**src/core/atat_pkg.sv**
```systemverilog
package atat_pkg;

    // ------------------------------------------------------------
    // register offsets
    // ------------------------------------------------------------
    localparam logic [7:0] ADDR_SKIP_CTRL = 8'h01;
    localparam logic [7:0] ADDR_CTRL_ONE = 8'h03;
    localparam logic [7:0] ADDR_SENS_CFG = 8'h10;
    localparam logic [7:0] ADDR_MODE_CFG = 8'h11;
    localparam logic [7:0] ADDR_STAGE_SEL = 8'h12;
    localparam logic [7:0] ADDR_UPPER_OFS = 8'h13;
    localparam logic [7:0] ADDR_LOWER_OFS = 8'h14;
    localparam logic [7:0] ADDR_AMBIENT = 8'h15;
    localparam logic [7:0] ADDR_UPPER_LIM = 8'h16;
    localparam logic [7:0] ADDR_LOWER_LIM = 8'h17;
    localparam logic [7:0] ADDR_SLOW_LAST = 8'h18;

    // ------------------------------------------------------------
    // field positions
    // ------------------------------------------------------------
    localparam int SKIP_FP_LSB = 12;
    localparam int SKIP_LP_LSB = 14;
    localparam int SENS_STAGES_LSB = 0;
    localparam int SENS_LOWER_SEL_LSB = 4;
    localparam int SENS_UPPER_SEL_LSB = 8;
    localparam int SENS_LOWER_PEAK_LSB = 12;
    localparam int MODE_UPPER_PEAK_LSB = 0;
    localparam int MODE_LOW_POWER_BIT = 4;

    // ------------------------------------------------------------
    // reset values
    // ------------------------------------------------------------
    localparam logic [15:0] RST_SKIP_CTRL = 16'h0000;
    localparam logic [15:0] RST_CTRL_ONE = 16'h0000;
    localparam logic [15:0] RST_SENS_CFG = 16'h8838;
    localparam logic [15:0] RST_MODE_CFG = 16'h0008;
    localparam logic [15:0] RST_STAGE_DATA = 16'h0000;

    // ------------------------------------------------------------
    // datapath constants
    // ------------------------------------------------------------
    localparam int AMB_SHIFT = 2;
    localparam int PEAK_SHIFT = 2;
    localparam logic [1:0] FP_ZERO_SKIPS = 2'h3;

    typedef struct packed {
        logic valid;
        logic [3:0] stage;
        logic [15:0] value;
    } atat_conv_t;

    typedef struct packed {
        logic valid;
        logic [3:0] stage;
        logic upper_active;
        logic lower_active;
        logic admitted;
    } atat_result_t;

endpackage : atat_pkg

```
**src/core/atat_core.sv**
```systemverilog
`timescale 1ns/1ps
// Summary of operation
// - each stage's offsets shift by the measured ambient drift
// - offset change recomputes that stage's upper and lower limits
// - one slow queue per stage tracks its ambient level
// - full-power skip field sits in bits 13:12 at ambient_skip_control
// - low-power skip field sits in bits 15:14, drops samples from slow queue
// - full-power slow queue period follows skip times sequence length, four sequences at 00
// - low-power slow queue period follows skip plus one times sequence length
// - sample admitted only if it differs from last by more than level
// - limits referenced to ambient; contact only when sample passes limit
// - limits are sensitivity fraction of offsets above or below ambient
// - software seeds offsets; engine then adapts limits itself
// - running average of maximum and minimum response kept per stage
// - change of average peak rescales the matching limit
// - 4-bit selection spans 25% to 95.3% of average peak
// - upper selection 1000 gives 62.5% of average peak
// - ambient compensation runs only on admitted conversions while untouched
// - ambient is untouched output from slow queue, used in both limits
// - sample within peak fraction of stored average updates that average
module atat_core #(
    parameter int STAGES = 16
) (
    input wire logic i_clk_sys,
    input wire logic i_sys_rst,
    input wire logic [7:0] i_addr,
    input wire logic [15:0] i_wdata,
    input wire logic i_wr,
    input wire logic i_rd,
    output logic [15:0] o_rdata,
    input wire atat_pkg::atat_conv_t i_conv,
    output atat_pkg::atat_result_t o_result
);

    // ------------------------------------------------------------
    // helpers
    // ------------------------------------------------------------
    function automatic logic [15:0] sat16(input logic signed [19:0] v);
        if (v < 20'sd0) begin
            sat16 = 16'h0000;
        end else if (v > 20'sd65535) begin
            sat16 = 16'hffff;
        end else begin
            sat16 = v[15:0];
        end
    endfunction : sat16

    // span/4 + 3/4 span * sel/16: 25% at 0000, 62.5% at 1000, 95.3% at 1111
    function automatic logic [15:0] limit_step(input logic [15:0] span,
                                               input logic [3:0] sel);
        logic [15:0] quarter;
        logic [19:0] rest;
        quarter = {2'b00, span[15:2]};
        // widen before the product, a 16-bit product would lose the top bits
        rest = 20'(span - quarter) * 20'(sel);
        limit_step = quarter + rest[19:4];
    endfunction : limit_step

    // ------------------------------------------------------------
    // configuration registers
    // ------------------------------------------------------------
    logic [15:0] skip_ctrl_ff;
    logic [15:0] ctrl_one_ff;
    logic [15:0] sens_cfg_ff;
    logic [15:0] mode_cfg_ff;
    logic [3:0] stage_sel_ff;
    logic [15:0] rdata_ff;

    wire logic [1:0] skip_fp = skip_ctrl_ff[atat_pkg::SKIP_FP_LSB +: 2];
    wire logic [1:0] skip_lp = skip_ctrl_ff[atat_pkg::SKIP_LP_LSB +: 2];
    wire logic [15:0] admit_level = ctrl_one_ff;
    wire logic [3:0] last_stage = sens_cfg_ff[atat_pkg::SENS_STAGES_LSB +: 4];
    wire logic [3:0] lower_sensitivity_sel = sens_cfg_ff[atat_pkg::SENS_LOWER_SEL_LSB +: 4];
    wire logic [3:0] upper_sensitivity_sel = sens_cfg_ff[atat_pkg::SENS_UPPER_SEL_LSB +: 4];
    wire logic [3:0] lower_peak_fraction = sens_cfg_ff[atat_pkg::SENS_LOWER_PEAK_LSB +: 4];
    wire logic [3:0] upper_peak_fraction = mode_cfg_ff[atat_pkg::MODE_UPPER_PEAK_LSB +: 4];
    wire logic low_power = mode_cfg_ff[atat_pkg::MODE_LOW_POWER_BIT];

    wire logic wr_skip = i_wr && (i_addr == atat_pkg::ADDR_SKIP_CTRL);
    wire logic wr_one = i_wr && (i_addr == atat_pkg::ADDR_CTRL_ONE);
    wire logic wr_sens = i_wr && (i_addr == atat_pkg::ADDR_SENS_CFG);
    wire logic wr_mode = i_wr && (i_addr == atat_pkg::ADDR_MODE_CFG);
    wire logic wr_sel = i_wr && (i_addr == atat_pkg::ADDR_STAGE_SEL);
    wire logic wr_uofs = i_wr && (i_addr == atat_pkg::ADDR_UPPER_OFS);
    wire logic wr_lofs = i_wr && (i_addr == atat_pkg::ADDR_LOWER_OFS);
    wire logic wr_amb = i_wr && (i_addr == atat_pkg::ADDR_AMBIENT);
    wire logic host_upd = wr_uofs || wr_lofs || wr_amb;

    always_ff @(posedge i_clk_sys) begin
        if (i_sys_rst) begin
            skip_ctrl_ff <= atat_pkg::RST_SKIP_CTRL;
            ctrl_one_ff <= atat_pkg::RST_CTRL_ONE;
            sens_cfg_ff <= atat_pkg::RST_SENS_CFG;
            mode_cfg_ff <= atat_pkg::RST_MODE_CFG;
            stage_sel_ff <= 4'h0;
        end else begin
            if (wr_skip) begin
                skip_ctrl_ff <= i_wdata;
            end
            if (wr_one) begin
                ctrl_one_ff <= i_wdata;
            end
            if (wr_sens) begin
                sens_cfg_ff <= i_wdata;
            end
            if (wr_mode) begin
                mode_cfg_ff <= i_wdata;
            end
            if (wr_sel) begin
                stage_sel_ff <= i_wdata[3:0];
            end
        end
    end

    // ------------------------------------------------------------
    // per-stage state, one shared datapath
    // ------------------------------------------------------------
    logic [15:0] ambient_ff [STAGES];
    logic [15:0] slow_last_ff [STAGES];
    logic [15:0] upper_ofs_ff [STAGES];
    logic [15:0] lower_ofs_ff [STAGES];
    logic [15:0] upper_lim_ff [STAGES];
    logic [15:0] lower_lim_ff [STAGES];

    // ------------------------------------------------------------
    // slow queue skip normalisation
    // ------------------------------------------------------------
    // counts whole sequences; with fp = 00 three sequences are skipped,
    // the period scales by the skip value as the update equations do
    logic [1:0] skip_cnt_ff;
    wire logic [1:0] skip_target = low_power ? skip_lp :
                                   (skip_fp == 2'h0) ? atat_pkg::FP_ZERO_SKIPS :
                                   2'(skip_fp - 2'h1);
    wire logic admit_window = (skip_cnt_ff == skip_target);
    wire logic seq_end = i_conv.valid && (i_conv.stage == last_stage);

    always_ff @(posedge i_clk_sys) begin
        if (i_sys_rst) begin
            skip_cnt_ff <= 2'h0;
        end else if (seq_end) begin
            skip_cnt_ff <= admit_window ? 2'h0 : 2'(skip_cnt_ff + 2'h1);
        end
    end

    // ------------------------------------------------------------
    // conversion datapath
    // ------------------------------------------------------------
    wire logic [3:0] cs = i_conv.stage;
    wire logic stage_ok = (32'(cs) < STAGES);
    wire logic [15:0] cur_amb = stage_ok ? ambient_ff[cs] : 16'h0000;
    wire logic [15:0] cur_last = stage_ok ? slow_last_ff[cs] : 16'h0000;
    wire logic [15:0] cur_uofs = stage_ok ? upper_ofs_ff[cs] : 16'h0000;
    wire logic [15:0] cur_lofs = stage_ok ? lower_ofs_ff[cs] : 16'h0000;
    wire logic [15:0] cur_ulim = stage_ok ? upper_lim_ff[cs] : 16'hffff;
    wire logic [15:0] cur_llim = stage_ok ? lower_lim_ff[cs] : 16'h0000;

    // contact only beyond a limit that already carries the ambient
    wire logic up_act = i_conv.value > cur_ulim;
    wire logic lo_act = i_conv.value < cur_llim;
    wire logic touched = up_act || lo_act;

    wire logic signed [19:0] diff_last = 20'(signed'({4'h0, i_conv.value}))
                                       - 20'(signed'({4'h0, cur_last}));
    wire logic [19:0] diff_abs = diff_last[19] ? 20'(-diff_last) : diff_last;
    wire logic admit = i_conv.valid && stage_ok && !touched && admit_window
                     && (diff_abs > {4'h0, admit_level});

    // slow filter step toward the sample; ambient is the untouched level
    wire logic signed [19:0] resp = 20'(signed'({4'h0, i_conv.value}))
                                  - 20'(signed'({4'h0, cur_amb}));
    wire logic signed [19:0] drift = admit ? (resp >>> atat_pkg::AMB_SHIFT) : 20'sd0;
    wire logic [15:0] amb_next = sat16(20'(signed'({4'h0, cur_amb})) + drift);

    // offsets follow drift so the absolute peak level stays put
    wire logic [15:0] uofs_drift = sat16(20'(signed'({4'h0, cur_uofs})) - drift);
    wire logic [15:0] lofs_drift = sat16(20'(signed'({4'h0, cur_lofs})) + drift);

    // average peak tracking when the response reaches the peak fraction gate
    wire logic signed [19:0] neg_resp = 20'(-resp);
    wire logic [23:0] up_scaled = {resp[19:0], 4'h0};
    wire logic [23:0] lo_scaled = {neg_resp[19:0], 4'h0};
    wire logic [23:0] up_gate = 24'(cur_uofs) * 24'(upper_peak_fraction);
    wire logic [23:0] lo_gate = 24'(cur_lofs) * 24'(lower_peak_fraction);
    wire logic up_peak = i_conv.valid && stage_ok && !resp[19] && (resp != 20'sd0)
                       && (up_scaled >= up_gate);
    wire logic lo_peak = i_conv.valid && stage_ok && resp[19]
                       && (lo_scaled >= lo_gate);
    wire logic signed [19:0] up_step = (resp - 20'(signed'({4'h0, cur_uofs})))
                                     >>> atat_pkg::PEAK_SHIFT;
    wire logic signed [19:0] lo_step = (neg_resp - 20'(signed'({4'h0, cur_lofs})))
                                     >>> atat_pkg::PEAK_SHIFT;
    wire logic [15:0] uofs_peak = sat16(20'(signed'({4'h0, cur_uofs})) + up_step);
    wire logic [15:0] lofs_peak = sat16(20'(signed'({4'h0, cur_lofs})) + lo_step);

    wire logic [15:0] conv_uofs = up_peak ? uofs_peak : uofs_drift;
    wire logic [15:0] conv_lofs = lo_peak ? lofs_peak : lofs_drift;

    // ------------------------------------------------------------
    // shared update port: host writes win over the conversion
    // ------------------------------------------------------------
    wire logic sel_ok = (32'(stage_sel_ff) < STAGES);
    wire logic conv_upd = i_conv.valid && stage_ok && !host_upd;
    wire logic upd_en = (host_upd && sel_ok) || conv_upd;
    wire logic [3:0] upd_idx = host_upd ? stage_sel_ff : cs;
    wire logic [15:0] h_amb = sel_ok ? ambient_ff[stage_sel_ff] : 16'h0000;
    wire logic [15:0] h_uofs = sel_ok ? upper_ofs_ff[stage_sel_ff] : 16'h0000;
    wire logic [15:0] h_lofs = sel_ok ? lower_ofs_ff[stage_sel_ff] : 16'h0000;
    wire logic [15:0] upd_amb = !host_upd ? amb_next : (wr_amb ? i_wdata : h_amb);
    wire logic [15:0] upd_uofs = !host_upd ? conv_uofs : (wr_uofs ? i_wdata : h_uofs);
    wire logic [15:0] upd_lofs = !host_upd ? conv_lofs : (wr_lofs ? i_wdata : h_lofs);

    // limits always rebuilt from the values being stored
    wire logic [15:0] upd_ulim = sat16(20'(signed'({4'h0, upd_amb}))
        + 20'(signed'({4'h0, limit_step(upd_uofs, upper_sensitivity_sel)})));
    wire logic [15:0] upd_llim = sat16(20'(signed'({4'h0, upd_amb}))
        - 20'(signed'({4'h0, limit_step(upd_lofs, lower_sensitivity_sel)})));

    always_ff @(posedge i_clk_sys) begin
        if (i_sys_rst) begin
            for (int i = 0; i < STAGES; i++) begin
                ambient_ff[i] <= atat_pkg::RST_STAGE_DATA;
                slow_last_ff[i] <= atat_pkg::RST_STAGE_DATA;
                upper_ofs_ff[i] <= atat_pkg::RST_STAGE_DATA;
                lower_ofs_ff[i] <= atat_pkg::RST_STAGE_DATA;
                upper_lim_ff[i] <= atat_pkg::RST_STAGE_DATA;
                lower_lim_ff[i] <= atat_pkg::RST_STAGE_DATA;
            end
        end else begin
            if (upd_en) begin
                ambient_ff[upd_idx] <= upd_amb;
                upper_ofs_ff[upd_idx] <= upd_uofs;
                lower_ofs_ff[upd_idx] <= upd_lofs;
                upper_lim_ff[upd_idx] <= upd_ulim;
                lower_lim_ff[upd_idx] <= upd_llim;
            end
            if (wr_amb && sel_ok) begin
                slow_last_ff[stage_sel_ff] <= i_wdata;
            end else if (admit && !host_upd) begin
                slow_last_ff[cs] <= i_conv.value;
            end
        end
    end

    // ------------------------------------------------------------
    // result output
    // ------------------------------------------------------------
    always_ff @(posedge i_clk_sys) begin
        if (i_sys_rst) begin
            o_result <= '0;
        end else begin
            o_result.valid <= i_conv.valid;
            o_result.stage <= cs;
            o_result.upper_active <= i_conv.valid && up_act;
            o_result.lower_active <= i_conv.valid && lo_act;
            o_result.admitted <= admit && !host_upd;
        end
    end

    // ------------------------------------------------------------
    // read mux
    // ------------------------------------------------------------
    logic [15:0] rd_mux;
    always_comb begin
        rd_mux = 16'h0000;
        unique case (i_addr)
            atat_pkg::ADDR_SKIP_CTRL: rd_mux = skip_ctrl_ff;
            atat_pkg::ADDR_CTRL_ONE: rd_mux = ctrl_one_ff;
            atat_pkg::ADDR_SENS_CFG: rd_mux = sens_cfg_ff;
            atat_pkg::ADDR_MODE_CFG: rd_mux = mode_cfg_ff;
            atat_pkg::ADDR_STAGE_SEL: rd_mux = {12'h000, stage_sel_ff};
            atat_pkg::ADDR_UPPER_OFS: rd_mux = h_uofs;
            atat_pkg::ADDR_LOWER_OFS: rd_mux = h_lofs;
            atat_pkg::ADDR_AMBIENT: rd_mux = h_amb;
            atat_pkg::ADDR_UPPER_LIM: rd_mux = sel_ok ? upper_lim_ff[stage_sel_ff] : 16'h0000;
            atat_pkg::ADDR_LOWER_LIM: rd_mux = sel_ok ? lower_lim_ff[stage_sel_ff] : 16'h0000;
            atat_pkg::ADDR_SLOW_LAST: rd_mux = sel_ok ? slow_last_ff[stage_sel_ff] : 16'h0000;
            default: rd_mux = 16'h0000;
        endcase
    end

    always_ff @(posedge i_clk_sys) begin
        if (i_sys_rst) begin
            rdata_ff <= 16'h0000;
        end else if (i_rd) begin
            rdata_ff <= rd_mux;
        end else begin
            rdata_ff <= 16'h0000;
        end
    end

    assign o_rdata = rdata_ff;

endmodule : atat_core

```
**config.mk**
```make
export PLATFORM = sky130hd
export DESIGN_NAME = atat_core
export DESIGN_NICKNAME = d
export VERILOG_FILES = /design/src/core/atat_pkg.sv /design/src/core/atat_core.sv
export SDC_FILE = /design/constraint.sdc
export NUM_CORES = 2
export LEC_CHECK = 0
export BUFFER_PORTS_ARGS = -buffer_cell sky130_fd_sc_hd__buf_2
export CAP_MARGIN = 10
export CORE_UTILIZATION = 46
export DETAILED_ROUTE_END_ITERATION = 6
export PLACE_DENSITY = 0.67
export SYNTH_ARGS = -nofsm -noshare
export SYNTH_HDL_FRONTEND = slang
export SYNTH_SLANG_ARGS = --single-unit
export TNS_END_PERCENT = 50
```
**constraint.sdc**
```tcl
create_clock -name i_clk_sys -period 51 [get_ports i_clk_sys]
set_input_delay 10.2 -clock i_clk_sys [delete_from_list [all_inputs] [get_ports i_clk_sys]]
set_output_delay 10.2 -clock i_clk_sys [all_outputs]
set_load 0.01 [all_outputs]
```
# Word level (Yosys, flattened, before mapping)
# Memory sizes are Yosys's and may differ from the RTL's. A register that Yosys moved wholly into a read port is not among the register bits.
# Cells that the tools add are included.
dict set report op_classes {
  mux 74
  eq_ne 13
  addsub 19
  n_reduce_logical 38
  bitwise_logic 1
  multipliers 4
  n_lt_le_gt_ge 19
}
# cell count
set op_table {}
lappend op_table {{$mux 16} 29}
lappend op_table {{$pmux 16 s11} 1}
lappend op_table {{$reduce_or 16->1} 7}
lappend op_table {{$mux 4} 20}
lappend op_table {{$eq 8x5->1 const B} 9}
lappend op_table {{$gt 20x17->1 const B} 3}
lappend op_table {{$lt 20x1->1 const B} 3}
lappend op_table {{$sub 16x16->17} 3}
lappend op_table {{$ge 24x20->1} 2}
lappend op_table {{$add 17x20->20} 2}
lappend op_table {{$mul 16x4->20} 2}
lappend op_table {{$mul 20x4->20} 2}
lappend op_table {{$mux 20} 2}
lappend op_table {{$neg 17->20} 2}
lappend op_table {{$lt 17x1->1 const B} 2}
lappend op_table {{$sub 16x14->17} 2}
lappend op_table {{$add 14x16->16} 2}
lappend op_table {{$logic_and 1x1->1} 21}
lappend op_table {{$gt 20x16->1} 1}
lappend op_table {{$reduce_bool 20->1} 1}
lappend op_table {{$sub 17x20->20} 1}
lappend op_table {{$sub 20x17->20} 1}
lappend op_table {{$add 17x18->19} 1}
lappend op_table {{$gt 19x17->1 const B} 1}
lappend op_table {{other kinds (23)} 48}
dict set report totals {
  ramBits 1536
  input_bits 49
  reg_bits 94
  n_memories 6
  out_inout_bits 24
  elab_cells 186
}
# name depth word_bits read_ports rd_clocked_by_memory_dff write_ports line_no
set mem_list {}
lappend mem_list {ambient_ff 16 16 2 1 16 atat_core.sv:118} ;# logic [15:0] ambient_ff [STAGES];
lappend mem_list {lower_lim_ff 16 16 2 1 16 atat_core.sv:123} ;# logic [15:0] lower_lim_ff [STAGES];
lappend mem_list {lower_ofs_ff 16 16 2 1 16 atat_core.sv:121} ;# logic [15:0] lower_ofs_ff [STAGES];
lappend mem_list {slow_last_ff 16 16 2 1 16 atat_core.sv:119} ;# logic [15:0] slow_last_ff [STAGES];
lappend mem_list {upper_lim_ff 16 16 2 1 16 atat_core.sv:122} ;# logic [15:0] upper_lim_ff [STAGES];
lappend mem_list {upper_ofs_ff 16 16 2 1 16 atat_core.sv:120} ;# logic [15:0] upper_ofs_ff [STAGES];

# Logic depth before layout (Yosys ltp)
# An unclocked memory read counts as a cell.
dict set report depth {
  ltp_word 22
  ltp_mapped 94
  depth_no_buf 81
}

# Worst setup path after synthesis
# Ideal clock, no wire load.
dict set report synth_path {
  path_type {input to register}
  startpoint {input i_conv[16] (netlist name)}
  endpoint {memory upper_lim_ff[10][1], data pin}
  path_buffers 11
  required_ns 50.734
  stages 89
  setup_time_ns 0.266
  path_slack_ns 21.668
  arrival_time_ns 29.066
  cell_sequence {buf_2 > buf_2 > clkbuf_1 > buf_1 > clkbuf_1 > buf_1 > mux4_2 > mux4_2 > ha_1 > inv_1 > fa_1 > a211o_1 > a211oi_2 > or2_2 > xnor2_1 > or4b_4 > nor2b_1 > and2_1 > (+53 left out) > o21a_1 > o21a_1 > o21a_1 > nor2_1 > xnor2_1 > ha_1 > and3_1 > a2111oi_0 > or3b_2 > o211ai_1 > xnor2_1 > xnor2_1 > ha_1 > o21a_1 > clkbuf_1 > nor3b_1 > clkbuf_1 > nor2_1}
}
# item line_no
set synth_lines {}
lappend synth_lines {{start, declared} atat_core.sv:31} ;# input wire atat_pkg::atat_conv_t i_conv,
lappend synth_lines {{end, declared} atat_core.sv:122}

==> flow_summary.ini <==
[outcome]
status = finished with violations
failed_checks = design-rule violations

[synthesis]
syn-num-nets = 9152
synthFlopType = edfxtp_1
yosysWarnings = 0
synth_area_leaders = edfxtp_1, mux4_2, nor2_1
synth-edff-count = 1536
muxShareOfSynthArea_pct = 21.1
synth_top_family_by_area = multiplexers
synth_area_leader_cell = edfxtp_1
ys_seq_area_share_pct = 46.5
synthCells = 8570
synth_area_um2 = 103000
ys_ff_latch = 1634
synthSimpleGateAreaFrac_pct = 12.0
synth_xor_area_share_pct = 2.14
synthAdderAreaFrac_pct = 7.42
synth.top_cells.by_count = nor2_1, edfxtp_1, mux4_2, clkbuf_1, nand2_1
synth.distinct_cells = 96
synth.most_common_cell = nor2_1
ys_async_sr_fraction_pct = 0
synth-compound-area-share_pct = 6.73
synth.top_cell.area_share_pct = 44.6
syn_avg_cell_area_um2 = 12.1

[critical_path]
critPathMaxFanout = 126
timing.critical_path.buf_inv = 10
critical_path_class = in -> reg
startpoint_type = input pin
slowest_delay_ns = 1.04
crit_family = compound AO/OA/AOI/OAI gates
crit_cells = 67
crit_slowest_cell = a2111oi_0
critPathRequiredTime_ns = 51.59
crit_path_end_kind = register
r2r_cells = 79
cp_data_arrival_time_ns = 32.19
crit_top_cell = o21ai_0

[layout]
syn2layout_area_growth_pct = 9.09
nNetsFinal = 8998
drive_above_1_share_pct = 18.7

[placement]
post-dp-hpwl_um = 241000
io_buffers = 72
gp_congestion = 0.978

[global_routing]
grt_max_degree = 127
grt_pass1_wl_um = 541000
antenna_found_initial = 23
grt-ovfl-total = 0
first_global_vias = 76251
track_usage_pct = 33.2

[timing]
fin_skew_ns = 0.0576
tns_ns = 0
timing.final.crit_share_pct = 62.0
hold_viol = 0
final_max_slew_viol_count = 0
setup_viol = 0
worst_pin_slew_ns = 1.43
clock.fmax_ghz = 0.0316
post-route-min-period_ns = 31.60
rsz0062_at_grt = false
relSlewSlack_pct = 4.44

[cts]
clock_latency_ns = 0.88
root_buffer = clkbuf_16
cts_resized = 0
hold_buffers = 0
cts.sinks = 1634
cts_inserted_buffers = 172
clockBufferDepth = 3
post_cts_buffers = 0
cts_tree = done
htree_num_levels = 4
clkTransAtPathRegs_ns = 0.06

[floorplan]
initial_core_util_pct = 46.4
rows = 173
io_pins = 73
die_y_um = 476
dieArea_um2 = 227000
die_x_um = 476
coreArea_um2 = 223000

[detailed_routing]
drtPass1Iterations = 7
vias = 77999
drc_errors = 31
drt_wl_total_um = 382000
ant_nets = 0
wl_per_cell_um = 33.1
initialDrtViolationCount = 12067
vias_per_cell = 6.75

[hold_path]
hold_class = reg -> reg
min_path_cells = 2

[run]
maxCapViolCount = 0
layout make-up:
cell class | count | area [µm²]
Clock inverter | 107 | 940
Inverter | 471 | 1770
Clock buffer | 209 | 4540
Timing Repair Buffer | 301 | 2160
Fill cell | 18938 | 110000
Antenna cell | 16 | 40.0
Multi-Input combinational cell | 5836 | 51500
Sequential cell | 1634 | 48100
Tap cell | 2975 | 3720
final timing paths:
| check | start | end | slack, ns |
|---|---|---|---|
| setup / recovery | i_conv[17] | lower_lim_ff[13][13] | 19.40 |
| hold / removal | skip_ctrl_ff[4] | skip_ctrl_ff[4] | 0.45 |
| setup reg to reg | slow_last_ff[5][0] | upper_lim_ff[7][14] | 30.55 |
| hold reg to reg | skip_ctrl_ff[4] | skip_ctrl_ff[4] | 0.45 |
sequential cells by signal, indices dropped and copies added (netlist names), named ones only:
name / flops
ambient_ff: 256
lower_lim_ff: 256
lower_ofs_ff: 256
slow_last_ff: 256
upper_lim_ff: 256
upper_ofs_ff: 256
admit_level: 16
mode_cfg_ff: 16
o_rdata: 16
sens_cfg_ff: 16
skip_ctrl_ff: 16
o_result: 8
stage_sel_ff: 4
skip_cnt_ff: 2
layout by cell type, fill, tap and decap left out, drive strengths merged, types with 81 or more instances in the layout:
cell / instances
buf: 301
and2: 118
xnor2: 195
clkinv: 85
a21oi: 356
dfxtp: 98
nand2: 508
ha: 400
inv: 480
nor2: 1787
nor2b: 81
mux4: 905
clkbuf: 209
edfxtp: 1536
nand3: 101
o21ai: 215
fa: 133
mux2i: 106
metal layers:
metal | vias up | GRT usage, % | part of all wire, %
li1 | 31326 | - | -
met1 | 38935 | 41.4 | 34
met2 | 6291 | 50.2 | 44
met3 | 1427 | 10.9 | 15
met4 | 20 | 19.3 | 7.1
met5 | - | 1.07 | 0.11
cells by family (layout without fill, tap and decap cells):
| family | Yosys count | after routing |
|---|---|---|
| AND/OR/NAND/NOR | 2917 | 2917 |
| flip-flops | 1634 | 1634 |
| buffers and inverters | 1100 | 1088 |
| AO/OA/AOI/OAI | 1085 | 1085 |
| multiplexers | 1047 | 1047 |
| adder cells (fa/ha/maj) | 534 | 534 |
| XOR/XNOR | 253 | 253 |
| other | 0 | 16 |
through the flow:
stage               cells  worst slack [ns]  instance area (µm²)  util, %  hold WS, ns
floorplan            8570             21.67               103000        -        0.436
global placement    11203             19.26               107000     48.1        0.441
detailed placement  11208             19.14               107000     48.1        0.446
CTS                 11524             19.91               113000     50.6        0.454
global route        11537             18.35               113000     50.6        0.472
finish              11549             19.40               113000     50.6        0.454
worst reg2reg max path, delay by kind of cell (launching register included):
kind / cells / cell delay, ns
compound gates: 32 / 8.66
xor+xnor: 5 / 0.71
fa+ha+maj: 11 / 3.72
buf+inv: 6 / 0.54
flops: 1 / 0.41
mux: 3 / 1.10
simple gates: 22 / 5.00
Power is not shown: default switching activity piles up to over one toggle a cycle in this logic, so the estimate is an artifact.
